### config.mk
export PLATFORM = sky130hd
export DESIGN_NAME = ccs_clock_state
export DESIGN_NICKNAME = d
export VERILOG_FILES = /design/src/logic/ccs_pkg.sv /design/src/logic/ccs_clock_state.sv /design/src/logic/ccs_timer.sv
export SDC_FILE = /design/constraint.sdc
export NUM_CORES = 1
export LEC_CHECK = 0
export ABC_AREA = 0
export ABC_CLOCK_PERIOD_IN_PS = 5600
export BUFFER_PORTS_ARGS = -buffer_cell sky130_fd_sc_hd__buf_4
export CORE_UTILIZATION = 40
export CTS_CLUSTER_SIZE = 12
export DETAILED_ROUTE_END_ITERATION = 8
export SYNTH_ARGS = -nofsm -noshare
export SYNTH_HDL_FRONTEND = slang
export SYNTH_SLANG_ARGS = --single-unit
### constraint.sdc
create_clock -name mclk_in -period 5.6 [get_ports mclk_in]
set_clock_uncertainty 0.15 [all_clocks]
set_input_delay 1.12 -clock mclk_in [delete_from_list [all_inputs] [get_ports mclk_in]]
set_output_delay 1.12 -clock mclk_in [all_outputs]
set_load 0.01 [all_outputs]
### src/logic/ccs_pkg.sv
// Overview of operation
// - halt instruction in Normal enters Auto Halt; clock keeps running.
// - any halt break event other than system management interrupt or cache purge returns Auto Halt to Normal.
// - stop-clock request in Auto Halt enters Quick Start, issuing stop grant acknowledge.
// - stop-clock release returns to Auto Halt with no new halt cycle.
// - system management interrupt served in Auto Halt; resume Normal or Auto Halt silently.
// - cache purge in Auto Halt flushes cache, returns to Auto Halt silently.
// - address wrap mask and probe request transitions recognised in Auto Halt.
// - quick start strap sampled at reset selects Quick Start or Stop Grant.
// - Stop Grant and Sleep unsupported; system configures Quick Start, never asserts sleep.
// - Quick Start acts only on priority-agent snoops; single processor only.
// - Quick Start leaves for Normal only on stop-clock release, within 11 clocks.
// - Quick Start latches no interrupts, ignores symmetric snoops, purge and bus init.
// - reset in Quick Start initialises but stays until stop-clock releases.
// - snoop in Auto Halt or Quick Start enters snoop state, returns after quiet.
// - stopping bus clock in Quick Start enters Deep Sleep; stop it low.
// - after clock restart, Deep Sleep returns to Quick Start after 30 ms lock.
// - Auto Halt exits to Normal within 11 clocks after a break event.
package ccs_pkg;

	// ---------------------------------------------------------------
	// states
	// ---------------------------------------------------------------
	typedef enum logic [7:0] {
		CCS_NORMAL     = 8'h01,
		CCS_AUTO_HALT  = 8'h02,
		CCS_QUICK      = 8'h04,
		CCS_SNOOP      = 8'h08,
		CCS_DEEP_SLEEP = 8'h10,
		CCS_STOP_GRANT = 8'h20,
		CCS_SMM        = 8'h40,
		CCS_FLUSH      = 8'h80
	} ccs_state_t;

	// ---------------------------------------------------------------
	// timing
	// ---------------------------------------------------------------
	localparam int CCS_CLK_MHZ        = 250;
	localparam int CCS_EXIT_CLOCKS    = 10;
	localparam int CCS_SNOOP_TAIL     = 3;
	localparam int CCS_LOCK_MS        = 30;
	// ordered so no intermediate product leaves the int range
	localparam int CCS_LOCK_CYCLES    = CCS_LOCK_MS * CCS_CLK_MHZ * 1000;
	localparam int CCS_FLUSH_CYCLES   = 4;
	localparam logic CCS_STRAP_RESET  = 1'b1;

	// ---------------------------------------------------------------
	// carriers
	// ---------------------------------------------------------------
	typedef struct packed {
		logic nmi;
		logic maskable_interrupt_request;
		logic bus_init;
		logic soft_init;
		logic purge;
		logic smi;
	} ccs_break_t;

	typedef struct packed {
		logic halt_cycle;
		logic stop_grant_ack;
		logic flush_busy;
		logic smm_active;
		logic wrap_mask_seen;
		logic probe_seen;
	} ccs_status_t;

endpackage

### src/logic/ccs_clock_state.sv
`timescale 1ns/1ps
module ccs_clock_state #(
	parameter int LOCK_CYCLES = ccs_pkg::CCS_LOCK_CYCLES,
	parameter int EXIT_CLOCKS = ccs_pkg::CCS_EXIT_CLOCKS
) (
	input  wire logic                mclk_in,
	input  wire logic                rst_n_in,
	input  wire logic                stop_clock_request_in,
	input  wire logic                quick_start_strap_in,
	input  wire logic                sleep_request_in,
	input  wire logic                halt_instruction_in,
	input  wire ccs_pkg::ccs_break_t break_in,
	input  wire logic                smm_return_halt_in,
	input  wire logic                smm_done_in,
	input  wire logic                address_wrap_mask_in,
	input  wire logic                probe_mode_request_in,
	input  wire logic                snoop_in,
	input  wire logic                snoop_priority_in,
	input  wire logic                bus_quiet_in,
	input  wire logic                bus_clock_stopped_in,
	output ccs_pkg::ccs_state_t      state_out,
	output ccs_pkg::ccs_status_t     status_out,
	output logic                     executing_out,
	output logic                     snoop_ack_out,
	output logic                     interrupt_latch_en_out,
	output logic                     init_pulse_out
);
	// ---------------------------------------------------------------
	// parameter checks
	// ---------------------------------------------------------------
	initial begin
		if (EXIT_CLOCKS < 1 || EXIT_CLOCKS > 255) $error("exit clocks out of range");
		if (LOCK_CYCLES < 1 || LOCK_CYCLES > 16777215) $error("lock cycles out of range");
	end

	// ---------------------------------------------------------------
	// state record
	// ---------------------------------------------------------------
	typedef struct packed {
		ccs_pkg::ccs_state_t  st;
		ccs_pkg::ccs_state_t  prev;
		ccs_pkg::ccs_status_t stat;
		logic                 strap;
		logic                 strap_taken;
		logic                 exit_pend;
		logic [7:0]           exit_cnt;
		logic [3:0]           tail_cnt;
		logic [3:0]           flush_cnt;
		logic                 wrap_last;
		logic                 probe_last;
		logic                 lock_load;
		logic                 init;
	} ccs_regs_t;

	ccs_regs_t r_q;
	ccs_regs_t r_d;
	logic      lock_done;
	logic      brk;

	ccs_timer #(
		.WIDTH(24)
	) u_lock (
		.mclk_in  (mclk_in),
		.rst_n_in (rst_n_in),
		.load_in  (r_q.lock_load),
		.count_in (24'(LOCK_CYCLES)),
		.done_out (lock_done)
	);

	// reset is an input event too; in Quick Start it re-inits without leaving
	assign brk = break_in.nmi | break_in.maskable_interrupt_request | break_in.bus_init | break_in.soft_init
		| break_in.purge | break_in.smi;

	// ---------------------------------------------------------------
	// next state
	// ---------------------------------------------------------------
	always_comb begin
		r_d = r_q;
		r_d.lock_load = 1'b0;
		r_d.init = 1'b0;
		r_d.stat.halt_cycle = 1'b0;
		r_d.stat.stop_grant_ack = 1'b0;
		// strap caught on the first clock after reset release
		if (!r_q.strap_taken) begin
			r_d.strap = quick_start_strap_in;
			r_d.strap_taken = 1'b1;
		end
		case (r_q.st)
			ccs_pkg::CCS_NORMAL: begin
				r_d.exit_pend = 1'b0;
				if (stop_clock_request_in) begin
					r_d.st = r_q.strap ? ccs_pkg::CCS_QUICK : ccs_pkg::CCS_STOP_GRANT;
					r_d.stat.stop_grant_ack = 1'b1;
					r_d.prev = ccs_pkg::CCS_NORMAL;
				end else if (halt_instruction_in) begin
					r_d.st = ccs_pkg::CCS_AUTO_HALT;
					r_d.stat.halt_cycle = 1'b1;
				end
			end
			ccs_pkg::CCS_AUTO_HALT: begin
				// wrap mask and probe edges are tracked here
				if (address_wrap_mask_in != r_q.wrap_last) begin
					r_d.stat.wrap_mask_seen = 1'b1;
				end
				if (probe_mode_request_in != r_q.probe_last) begin
					r_d.stat.probe_seen = 1'b1;
				end
				if (r_q.exit_pend) begin
					if (r_q.exit_cnt >= 8'(EXIT_CLOCKS - 1)) begin
						r_d.st = ccs_pkg::CCS_NORMAL;
						r_d.exit_pend = 1'b0;
					end else begin
						r_d.exit_cnt = r_q.exit_cnt + 8'h01;
					end
				end else if (stop_clock_request_in) begin
					r_d.st = r_q.strap ? ccs_pkg::CCS_QUICK : ccs_pkg::CCS_STOP_GRANT;
					r_d.stat.stop_grant_ack = 1'b1;
					r_d.prev = ccs_pkg::CCS_AUTO_HALT;
				end else if (snoop_in) begin
					r_d.st = ccs_pkg::CCS_SNOOP;
					r_d.prev = ccs_pkg::CCS_AUTO_HALT;
				end else if (break_in.smi) begin
					r_d.st = ccs_pkg::CCS_SMM;
					r_d.stat.smm_active = 1'b1;
				end else if (break_in.purge) begin
					r_d.st = ccs_pkg::CCS_FLUSH;
					r_d.stat.flush_busy = 1'b1;
					r_d.flush_cnt = 4'(ccs_pkg::CCS_FLUSH_CYCLES);
				end else if (brk) begin
					r_d.exit_pend = 1'b1;
					r_d.exit_cnt = 8'h00;
				end
			end
			ccs_pkg::CCS_SMM: begin
				if (smm_done_in) begin
					// resuming halt issues no new halt cycle
					r_d.st = smm_return_halt_in ? ccs_pkg::CCS_AUTO_HALT : ccs_pkg::CCS_NORMAL;
					r_d.stat.smm_active = 1'b0;
				end
			end
			ccs_pkg::CCS_FLUSH: begin
				if (r_q.flush_cnt == 4'h0) begin
					r_d.st = ccs_pkg::CCS_AUTO_HALT;
					r_d.stat.flush_busy = 1'b0;
				end else begin
					r_d.flush_cnt = r_q.flush_cnt - 4'h1;
				end
			end
			ccs_pkg::CCS_QUICK: begin
				// purge, bus init and interrupts are simply not looked at here
				if (r_q.exit_pend) begin
					if (r_q.exit_cnt >= 8'(EXIT_CLOCKS - 1)) begin
						r_d.st = (r_q.prev == ccs_pkg::CCS_AUTO_HALT) ? ccs_pkg::CCS_AUTO_HALT
							: ccs_pkg::CCS_NORMAL;
						r_d.exit_pend = 1'b0;
					end else begin
						r_d.exit_cnt = r_q.exit_cnt + 8'h01;
					end
				end else if (!stop_clock_request_in) begin
					r_d.exit_pend = 1'b1;
					r_d.exit_cnt = 8'h00;
				end else if (bus_clock_stopped_in) begin
					r_d.st = ccs_pkg::CCS_DEEP_SLEEP;
				end else if (snoop_in && snoop_priority_in) begin
					r_d.st = ccs_pkg::CCS_SNOOP;
					r_d.tail_cnt = 4'h0;
				end
			end
			ccs_pkg::CCS_SNOOP: begin
				if (!bus_quiet_in || snoop_in) begin
					r_d.tail_cnt = 4'h0;
				end else if (r_q.tail_cnt >= 4'(ccs_pkg::CCS_SNOOP_TAIL)) begin
					// quick start origin is folded into prev while snooping; unfold it here
					if (r_q.prev == ccs_pkg::CCS_NORMAL) begin
						r_d.st = ccs_pkg::CCS_QUICK;
					end else if (r_q.prev == ccs_pkg::CCS_QUICK) begin
						r_d.st = ccs_pkg::CCS_QUICK;
						r_d.prev = ccs_pkg::CCS_AUTO_HALT;
					end else begin
						r_d.st = r_q.prev;
					end
					r_d.tail_cnt = 4'h0;
				end else begin
					r_d.tail_cnt = r_q.tail_cnt + 4'h1;
				end
			end
			ccs_pkg::CCS_DEEP_SLEEP: begin
				// lock wait starts once the clock is seen running again
				if (!bus_clock_stopped_in && !r_q.lock_load && !r_q.exit_pend) begin
					r_d.lock_load = 1'b1;
					r_d.exit_pend = 1'b1;
				end else if (r_q.exit_pend && lock_done) begin
					r_d.st = ccs_pkg::CCS_QUICK;
					r_d.exit_pend = 1'b0;
				end
			end
			ccs_pkg::CCS_STOP_GRANT: begin
				// unsupported on this build; only a stop-clock release leaves it
				if (!stop_clock_request_in) begin
					r_d.st = ccs_pkg::CCS_NORMAL;
				end
			end
			default: begin
				r_d.st = ccs_pkg::CCS_NORMAL;
			end
		endcase
		// quick start records where it came from for the snoop return
		if (r_d.st == ccs_pkg::CCS_SNOOP && r_q.st == ccs_pkg::CCS_QUICK) begin
			r_d.prev = (r_q.prev == ccs_pkg::CCS_AUTO_HALT) ? ccs_pkg::CCS_QUICK : ccs_pkg::CCS_NORMAL;
		end
		r_d.wrap_last = address_wrap_mask_in;
		r_d.probe_last = probe_mode_request_in;
	end

	// ---------------------------------------------------------------
	// registers
	// ---------------------------------------------------------------
	always_ff @(posedge mclk_in) begin
		if (!rst_n_in) begin
			// a held stop-clock keeps quick start through reset
			r_q.st          <= stop_clock_request_in ? ccs_pkg::CCS_QUICK : ccs_pkg::CCS_NORMAL;
			r_q.prev        <= ccs_pkg::CCS_NORMAL;
			r_q.stat        <= '0;
			r_q.strap       <= ccs_pkg::CCS_STRAP_RESET;
			r_q.strap_taken <= 1'b0;
			r_q.exit_pend   <= 1'b0;
			r_q.exit_cnt    <= 8'h00;
			r_q.tail_cnt    <= 4'h0;
			r_q.flush_cnt   <= 4'h0;
			r_q.wrap_last   <= 1'b0;
			r_q.probe_last  <= 1'b0;
			r_q.lock_load   <= 1'b0;
			r_q.init        <= 1'b1;
		end else begin
			r_q <= r_d;
		end
	end

	// ---------------------------------------------------------------
	// outputs
	// ---------------------------------------------------------------
	assign state_out = r_q.st;
	assign status_out = r_q.stat;
	assign executing_out = (r_q.st == ccs_pkg::CCS_NORMAL) && !r_q.init;
	assign snoop_ack_out = (r_q.st == ccs_pkg::CCS_SNOOP);
	assign interrupt_latch_en_out = (r_q.st == ccs_pkg::CCS_NORMAL) || (r_q.st == ccs_pkg::CCS_AUTO_HALT);
	assign init_pulse_out = r_q.init;
endmodule

### src/logic/ccs_timer.sv
`timescale 1ns/1ps
module ccs_timer #(
	parameter int WIDTH = 24
) (
	input  wire logic             mclk_in,
	input  wire logic             rst_n_in,
	input  wire logic             load_in,
	input  wire logic [WIDTH-1:0] count_in,
	output logic                  done_out
);
	// ---------------------------------------------------------------
	// down counter
	// ---------------------------------------------------------------
	logic [WIDTH-1:0] cnt_q;
	logic             run_q;

	initial begin
		if (WIDTH < 2) $error("ccs_timer width too small");
	end

	always_ff @(posedge mclk_in) begin
		if (!rst_n_in) begin
			cnt_q <= '0;
			run_q <= 1'b0;
		end else if (load_in) begin
			cnt_q <= count_in;
			run_q <= 1'b1;
		end else if (run_q && cnt_q != '0) begin
			cnt_q <= cnt_q - 1'b1;
		end else begin
			run_q <= 1'b0;
		end
	end

	assign done_out = run_q && (cnt_q == '0);
endmodule
==> results of run 1 <==
## cells by family (layout without fill, tap and decap cells)
| kind of cell | after synthesis | count (layout) |
|---|---|---|
| AO/OA/AOI/OAI | 114 | 114 |
| XOR/XNOR | 25 | 25 |
| adder cells (fa/ha/maj) | 7 | 7 |
| buffers and inverters | 53 | 66 |
| flip-flops | 65 | 65 |
| multiplexers | 2 | 2 |
| AND/OR/NAND/NOR | 188 | 188 |
## path summary, 6_finish.rpt
path / start / to / cells past startpoint / slack [ns]
worst min register to register: status_out[3] / status_out[3] / 2 / 0.29
worst max-delay path: state_out[6] / executing_out / 4 / 2.23
worst max register to register: r_q[20] / r_q[30] / 5 / 2.89
worst min-delay path: status_out[3] / status_out[3] / 2 / 0.29
## final cells by class
type                            count  area [sq um]
Clock buffer                       12         145.1
Inverter                           15         56.30
Sequential cell                    65          1301
Tap cell                          108         135.1
Fill cell                         870          4757
Multi-Input combinational cell    336          2161
Timing Repair Buffer               36         270.3
Clock inverter                      3         65.06
## registers in the layout, indices dropped and copies added (netlist names)
signal,flops
status_out,6
u_lock.run_q,1
state_out,8
r_q,25
u_lock.cnt_q,24
init_pulse_out,1
## cell usage after synthesis, types with 3 or more instances
| cell | instances | area share (%) |
|---|---|---|
| and3_1 | 5 | 0.84 |
| buf_2 | 4 | 0.54 |
| a21oi_1 | 36 | 4.8 |
| buf_4 | 15 | 3.0 |
| o22ai_1 | 3 | 0.50 |
| nor4b_1 | 4 | 0.94 |
| a211oi_1 | 8 | 1.6 |
| a22oi_1 | 3 | 0.60 |
| o211ai_1 | 8 | 1.6 |
| nand4b_1 | 3 | 0.70 |
| nor3b_1 | 8 | 1.6 |
| or3_1 | 3 | 0.50 |
| o21ai_0 | 20 | 2.7 |
| a311oi_1 | 3 | 0.70 |
| dfxtp_1 | 65 | 35 |
| and2_1 | 10 | 1.7 |
| and4_1 | 5 | 1.2 |
| a31oi_1 | 3 | 0.50 |
| xnor2_1 | 13 | 3.0 |
| nor3_1 | 19 | 2.5 |
| xor2_1 | 12 | 2.8 |
| nand4_1 | 4 | 0.67 |
| inv_1 | 14 | 1.4 |
| nand2b_1 | 7 | 1.2 |
| nand3_1 | 15 | 2.0 |
| nor4_1 | 16 | 2.7 |
| a21o_1 | 4 | 0.80 |
| ha_1 | 7 | 2.3 |
| nor2b_1 | 6 | 1.0 |
| nor2_1 | 42 | 4.2 |
| clkbuf_1 | 15 | 1.5 |
| or2_2 | 3 | 0.50 |
| or4_1 | 3 | 0.60 |
| o2111ai_1 | 3 | 0.70 |
| nand2_1 | 22 | 2.2 |
## worst register-to-register path: cells and delay by family, from the launching register on
kind / cells / cell delay, ns
buffers and inverters: 1 / 0.23
DFF: 1 / 0.77
and+or+nand+nor: 2 / 0.50
AOI/OAI and AO/OA: 2 / 0.91
## stage by stage
| stage | instances | power (W) | setup slack, ns |
|---|---|---|---|
| 2_1_floorplan | 454 | 0.0006059 | 2.685 |
| 3_3_place_gp | 560 | 0.0006551 | 2.581 |
| 3_5_place_dp | 560 | 0.0006548 | 2.567 |
| 4_1_cts | 575 | 0.001089 | 2.209 |
| 5_1_grt | 575 | 0.001129 | 2.138 |
| 6_report | 575 | 0.001076 | 2.233 |
## per-layer routing
metal / global-route usage [%] / wire length, um
met4: 9.529 / 252
met2: 29.58 / 3978
met3: 3.475 / 403
met1: 27.96 / 4559
met5: 0 / 0
## where the power goes
| group | total, W | internal [W] | switching (W) |
|---|---|---|---|
| combinational | 0.000152 | 0.0000634 | 0.0000888 |
| sequential | 0.000494 | 0.000473 | 0.0000207 |
| clock | 0.000430 | 0.000260 | 0.000170 |
==> results.json, run 1 <==
{
  "status": "complete, no violations",
  "final-hold-violation-count": 0,
  "drtPass1Iterations": 4,
  "crit_arrival_ns": 2.10,
  "syn2layout_area_growth_pct": 10.61,
  "path_cells": "or3_4 -> or4_4 -> nor2_1 -> buf_4",
  "ys_warn_count": 0,
  "avgSynthCellArea_sq_um": 8.232,
  "yosys.area_share.simple_pct": 29.06,
  "slew_violations": 0,
  "cts_resized": 0,
  "io_buffers": 36,
  "syn-num-nets": 481,
  "max-vdd-ir-drop_mv": 0.1289,
  "grt_setup_unrepaired": "no",
  "antennaDiodeCount": 0,
  "die_h_um": 98.66,
  "synth-seq-cells": 65,
  "coreArea_sq_um": 8891,
  "grt_max_degree": 25,
  "cts_root_buf": "clkbuf_8",
  "cap_viol_max_count": 0,
  "avgViaCountPerCell": 5.850,
  "synthArstFlopShare_pct": 0,
  "ys.flop_type": "dfxtp_1",
  "initial_utilization_pct": 42.03,
  "setup-tns-final_ns": 0,
  "first_iter_violations": 287,
  "layout_common_cells": "dfxtp_1, nor2_1, a21oi_1, buf_4, nand2_1",
  "clk_latency_ns": 0.34,
  "drive_above_1_share_pct": 13.92,
  "fin_nets": 490,
  "power_density_nw_per_um2": 260.3,
  "grt_overflow_total": 0,
  "crit_path_max_fanout": 11,
  "synth_top_family_by_area": "simple AND/OR/NAND/NOR gates",
  "ys_types": 65,
  "cts_max_path_buffers": 2,
  "synth_fa_ha_area_share_pct": 2.343,
  "synthCells": 454,
  "worstPathRequired_ns": 4.33,
  "synth_edf_count": 0,
  "max_freq_mhz": 297.0,
  "ys_seq_area_share_pct": 34.82,
  "die_area_sq_um": 9734,
  "crit_slowest_cell": "or4_4",
  "drc_errors": 0,
  "worst_hold_slack_ns": 0.2933,
  "leakagePower_nw": 1.522,
  "wl_per_cell_um": 15.99,
  "slew_headroom_pct": 43.16,
  "grt_pass1_wl_mm": 15.41,
  "synth-xor-area-share_pct": 5.859,
  "cp-start-kind": "flip-flop",
  "htreeDepth": 3,
  "clkTransAtPathRegs_ns": 0.07,
  "post_cts_buffers": 0,
  "grt.total_usage_pct": 19.92,
  "fin_crit_sh_pct": 60.12,
  "core.rowCount": 34,
  "netlist_area_sq_um": 3737,
  "cts_buffers": 9,
  "worst_pin_slew_ns": 0.8311,
  "layout_commonest_cell": "dfxtp_1",
  "period_minus_slack_ns": 3.367,
  "synthMuxAreaShare_pct": 0.5357,
  "grt_pass1_vias": 3123,
  "place_congestion": 0.8802,
  "fin_area_sq_um": 4134,
  "finalSetupViolCount": 0,
  "dp_hpwl_mm": 6.641,
  "cp.buffers_inverters": 1,
  "cp-end-kind": "output port",
  "ctsHoldBuffers": 0,
  "clock_sinks": 65,
  "pin_count": 38,
  "place_area_sq_um": 3924,
  "vias": 3364,
  "crit_family": "simple AND/OR/NAND/NOR gates",
  "antenna_found_initial": 0,
  "final_util_pct": 46.50,
  "die_x_um": 98.66,
  "routed_wl_mm": 9.193,
  "cts_tree": "done",
  "slowest_delay_ns": 0.58,
  "worst_hold_path_type": "reg -> reg",
  "synth_compound_area_share_pct": 20.02,
  "drtAntennaViolNets": 0,
  "critPathKind": "reg -> out"
}
Note: power is estimated with default switching activity, not from simulation.
==> run 2: changes to the inputs <==
--- a/config.mk
+++ b/config.mk
@@ -6,7 +6,7 @@
 export NUM_CORES = 1
 export LEC_CHECK = 0
 export ABC_AREA = 0
-export ABC_CLOCK_PERIOD_IN_PS = 5600
+export ABC_CLOCK_PERIOD_IN_PS = 2800
 export BUFFER_PORTS_ARGS = -buffer_cell sky130_fd_sc_hd__buf_4
 export CORE_UTILIZATION = 40
 export CTS_CLUSTER_SIZE = 12
==> constraint.sdc (replaced) <==
create_clock -name mclk_in -period 2.8 [get_ports mclk_in]
set_clock_uncertainty 0.15 [all_clocks]
set_input_delay 0.56 -clock mclk_in [delete_from_list [all_inputs] [get_ports mclk_in]]
set_output_delay 0.56 -clock mclk_in [all_outputs]
set_load 0.01 [all_outputs]
==> results.json, run 2 (synthesis gave the netlist of run 1 again) <==
{
  "status": "complete, no violations",
  "max_freq_mhz": 375.3,
  "syn2layout_area_growth_pct": 13.42,
  "post_cts_buffers": 0,
  "clkTransAtPathRegs_ns": 0.07,
  "grt_pass1_wl_mm": 16.05,
  "grt-busiest-layer": "met2",
  "grt_setup_unrepaired": "no",
  "grt_max_degree": 19,
  "critPathKind": "reg -> out",
  "slew_violations": 0,
  "path_cells": "or2_2 -> or4_4 -> nor2_1 -> buf_4",
  "cp.buffers_inverters": 1,
  "routed_wl_mm": 9.488,
  "grt_overflow_total": 0,
  "dp_hpwl_mm": 7.063,
  "cts_max_path_buffers": 2,
  "worst_pin_slew_ns": 0.6074,
  "drtPass1Iterations": 4,
  "largest-register": "r_q",
  "final-hold-violation-count": 0,
  "cts_buffers": 9,
  "drc_errors": 0,
  "crit_family": "simple AND/OR/NAND/NOR gates",
  "max-vdd-ir-drop_mv": 0.3414,
  "antenna_found_initial": 0,
  "cp-start-kind": "flip-flop",
  "grtUsageMet3_pct": 4.539,
  "num-fill-cells": 869,
  "core.rowCount": 34,
  "crit_arrival_ns": 1.95,
  "drive_above_1_share_pct": 16.98,
  "power_density_nw_per_um2": 495.3,
  "wl_per_cell_um": 16.05,
  "grt_use_met1_pct": 27.60,
  "grt.total_usage_pct": 20.80,
  "cts_root_buf": "clkbuf_8",
  "grt_pass1_vias": 3242,
  "vias": 3408,
  "clock_sinks": 65,
  "avgViaCountPerCell": 5.766,
  "slowest_delay_ns": 0.55,
  "crit_slowest_cell": "or4_4",
  "drtAntennaViolNets": 0,
  "period_minus_slack_ns": 2.664,
  "layout_commonest_cell": "dfxtp_1",
  "die_area_sq_um": 9734,
  "io_buffers": 36,
  "cts_resized": 0,
  "pin_count": 38,
  "worst_hold_path_type": "in -> reg",
  "antennaDiodeCount": 0,
  "layout_common_cells": "dfxtp_1, buf_4, nor2_1",
  "htreeDepth": 3,
  "cap_viol_max_count": 0,
  "first_iter_violations": 280,
  "coreArea_sq_um": 8891,
  "cp-end-kind": "output port",
  "fin_nets": 506,
  "ctsHoldBuffers": 0,
  "die_h_um": 98.66,
  "die_x_um": 98.66,
  "initial_utilization_pct": 42.03,
  "largest_reg_flops": 25,
  "clk_latency_ns": 0.33,
  "final_util_pct": 47.68,
  "finalSetupViolCount": 0,
  "leakagePower_nw": 1.595,
  "place_congestion": 0.9316,
  "setup-tns-final_ns": 0,
  "crit_path_max_fanout": 11,
  "worstPathRequired_ns": 2.09,
  "fin_crit_sh_pct": 95.15,
  "slew_headroom_pct": 59.13,
  "cts_tree": "done",
  "gr-usage-met2_pct": 32.88
}
[run 2: cell types whose count changed in the layout (fill, tap and decap cells not counted), sizes merged]
| cell | delta |
|---|---|
| buf | +16 |
| bufinv | -1 |
| clkinv | +1 |
[run 2: worst paths after layout]
check,start,to,slack (ns),depth (start not counted)
min,quick_start_strap_in,r_q[22],0.29,3
max reg2reg,state_out[1],r_q[20],0.39,5
max,state_out[3],executing_out,0.14,4
min reg2reg,status_out[3],status_out[3],0.30,2
[run 2: cell type report]
cell class | instances | area, sq um | share of cell area (%)
multi-input combinational | 336 | 2161 | 50.97
clock buffer | 12 | 155.1 | 3.660
clock inverter | 3 | 40.04 | 0.9445
sequential | 65 | 1301 | 30.70
inverter | 15 | 56.30 | 1.328
timing repair buffer | 52 | 390.4 | 9.209
tap | 108 | 135.1 | 3.188
[run 2: layer usage]
metal,share of wire [%],up-vias
met5,0,-
met4,1.7,0
met3,4.3,12
met2,45,77
met1,48,1610
li1,-,1709
[run 2: where the power goes]
| group | internal, W | total [W] | switching [W] |
|---|---|---|---|
| clock | 0.000452 | 0.000788 | 0.000335 |
| sequential | 0.000947 | 0.000983 | 0.0000362 |
| combinational | 0.000142 | 0.000329 | 0.000187 |
[run 2: metrics by stage]
step,instance area (sq um),total power [W],instances,setup slack [ns],hold WS [ns]
after floorplan,3737,0.001212,454,0.4452,0.2741
after detailed placement,4044,0.001331,576,0.3657,0.2881
after CTS,4239,0.002127,591,0.1176,0.2803
after global routing,4239,0.002211,591,0.03632,0.3035
final,4239,0.002100,591,0.1358,0.2944
after global placement,4044,0.001327,576,0.3737,0.2859
[run 2: worst register-to-register path, stage by stage (launching register included)]
cell	delay [ns]
dfxtp_1	0.60
nor4b_2	0.59
o211ai_1	0.21
a21oi_1	0.36
nor3_1	0.11
o31a_1	0.28
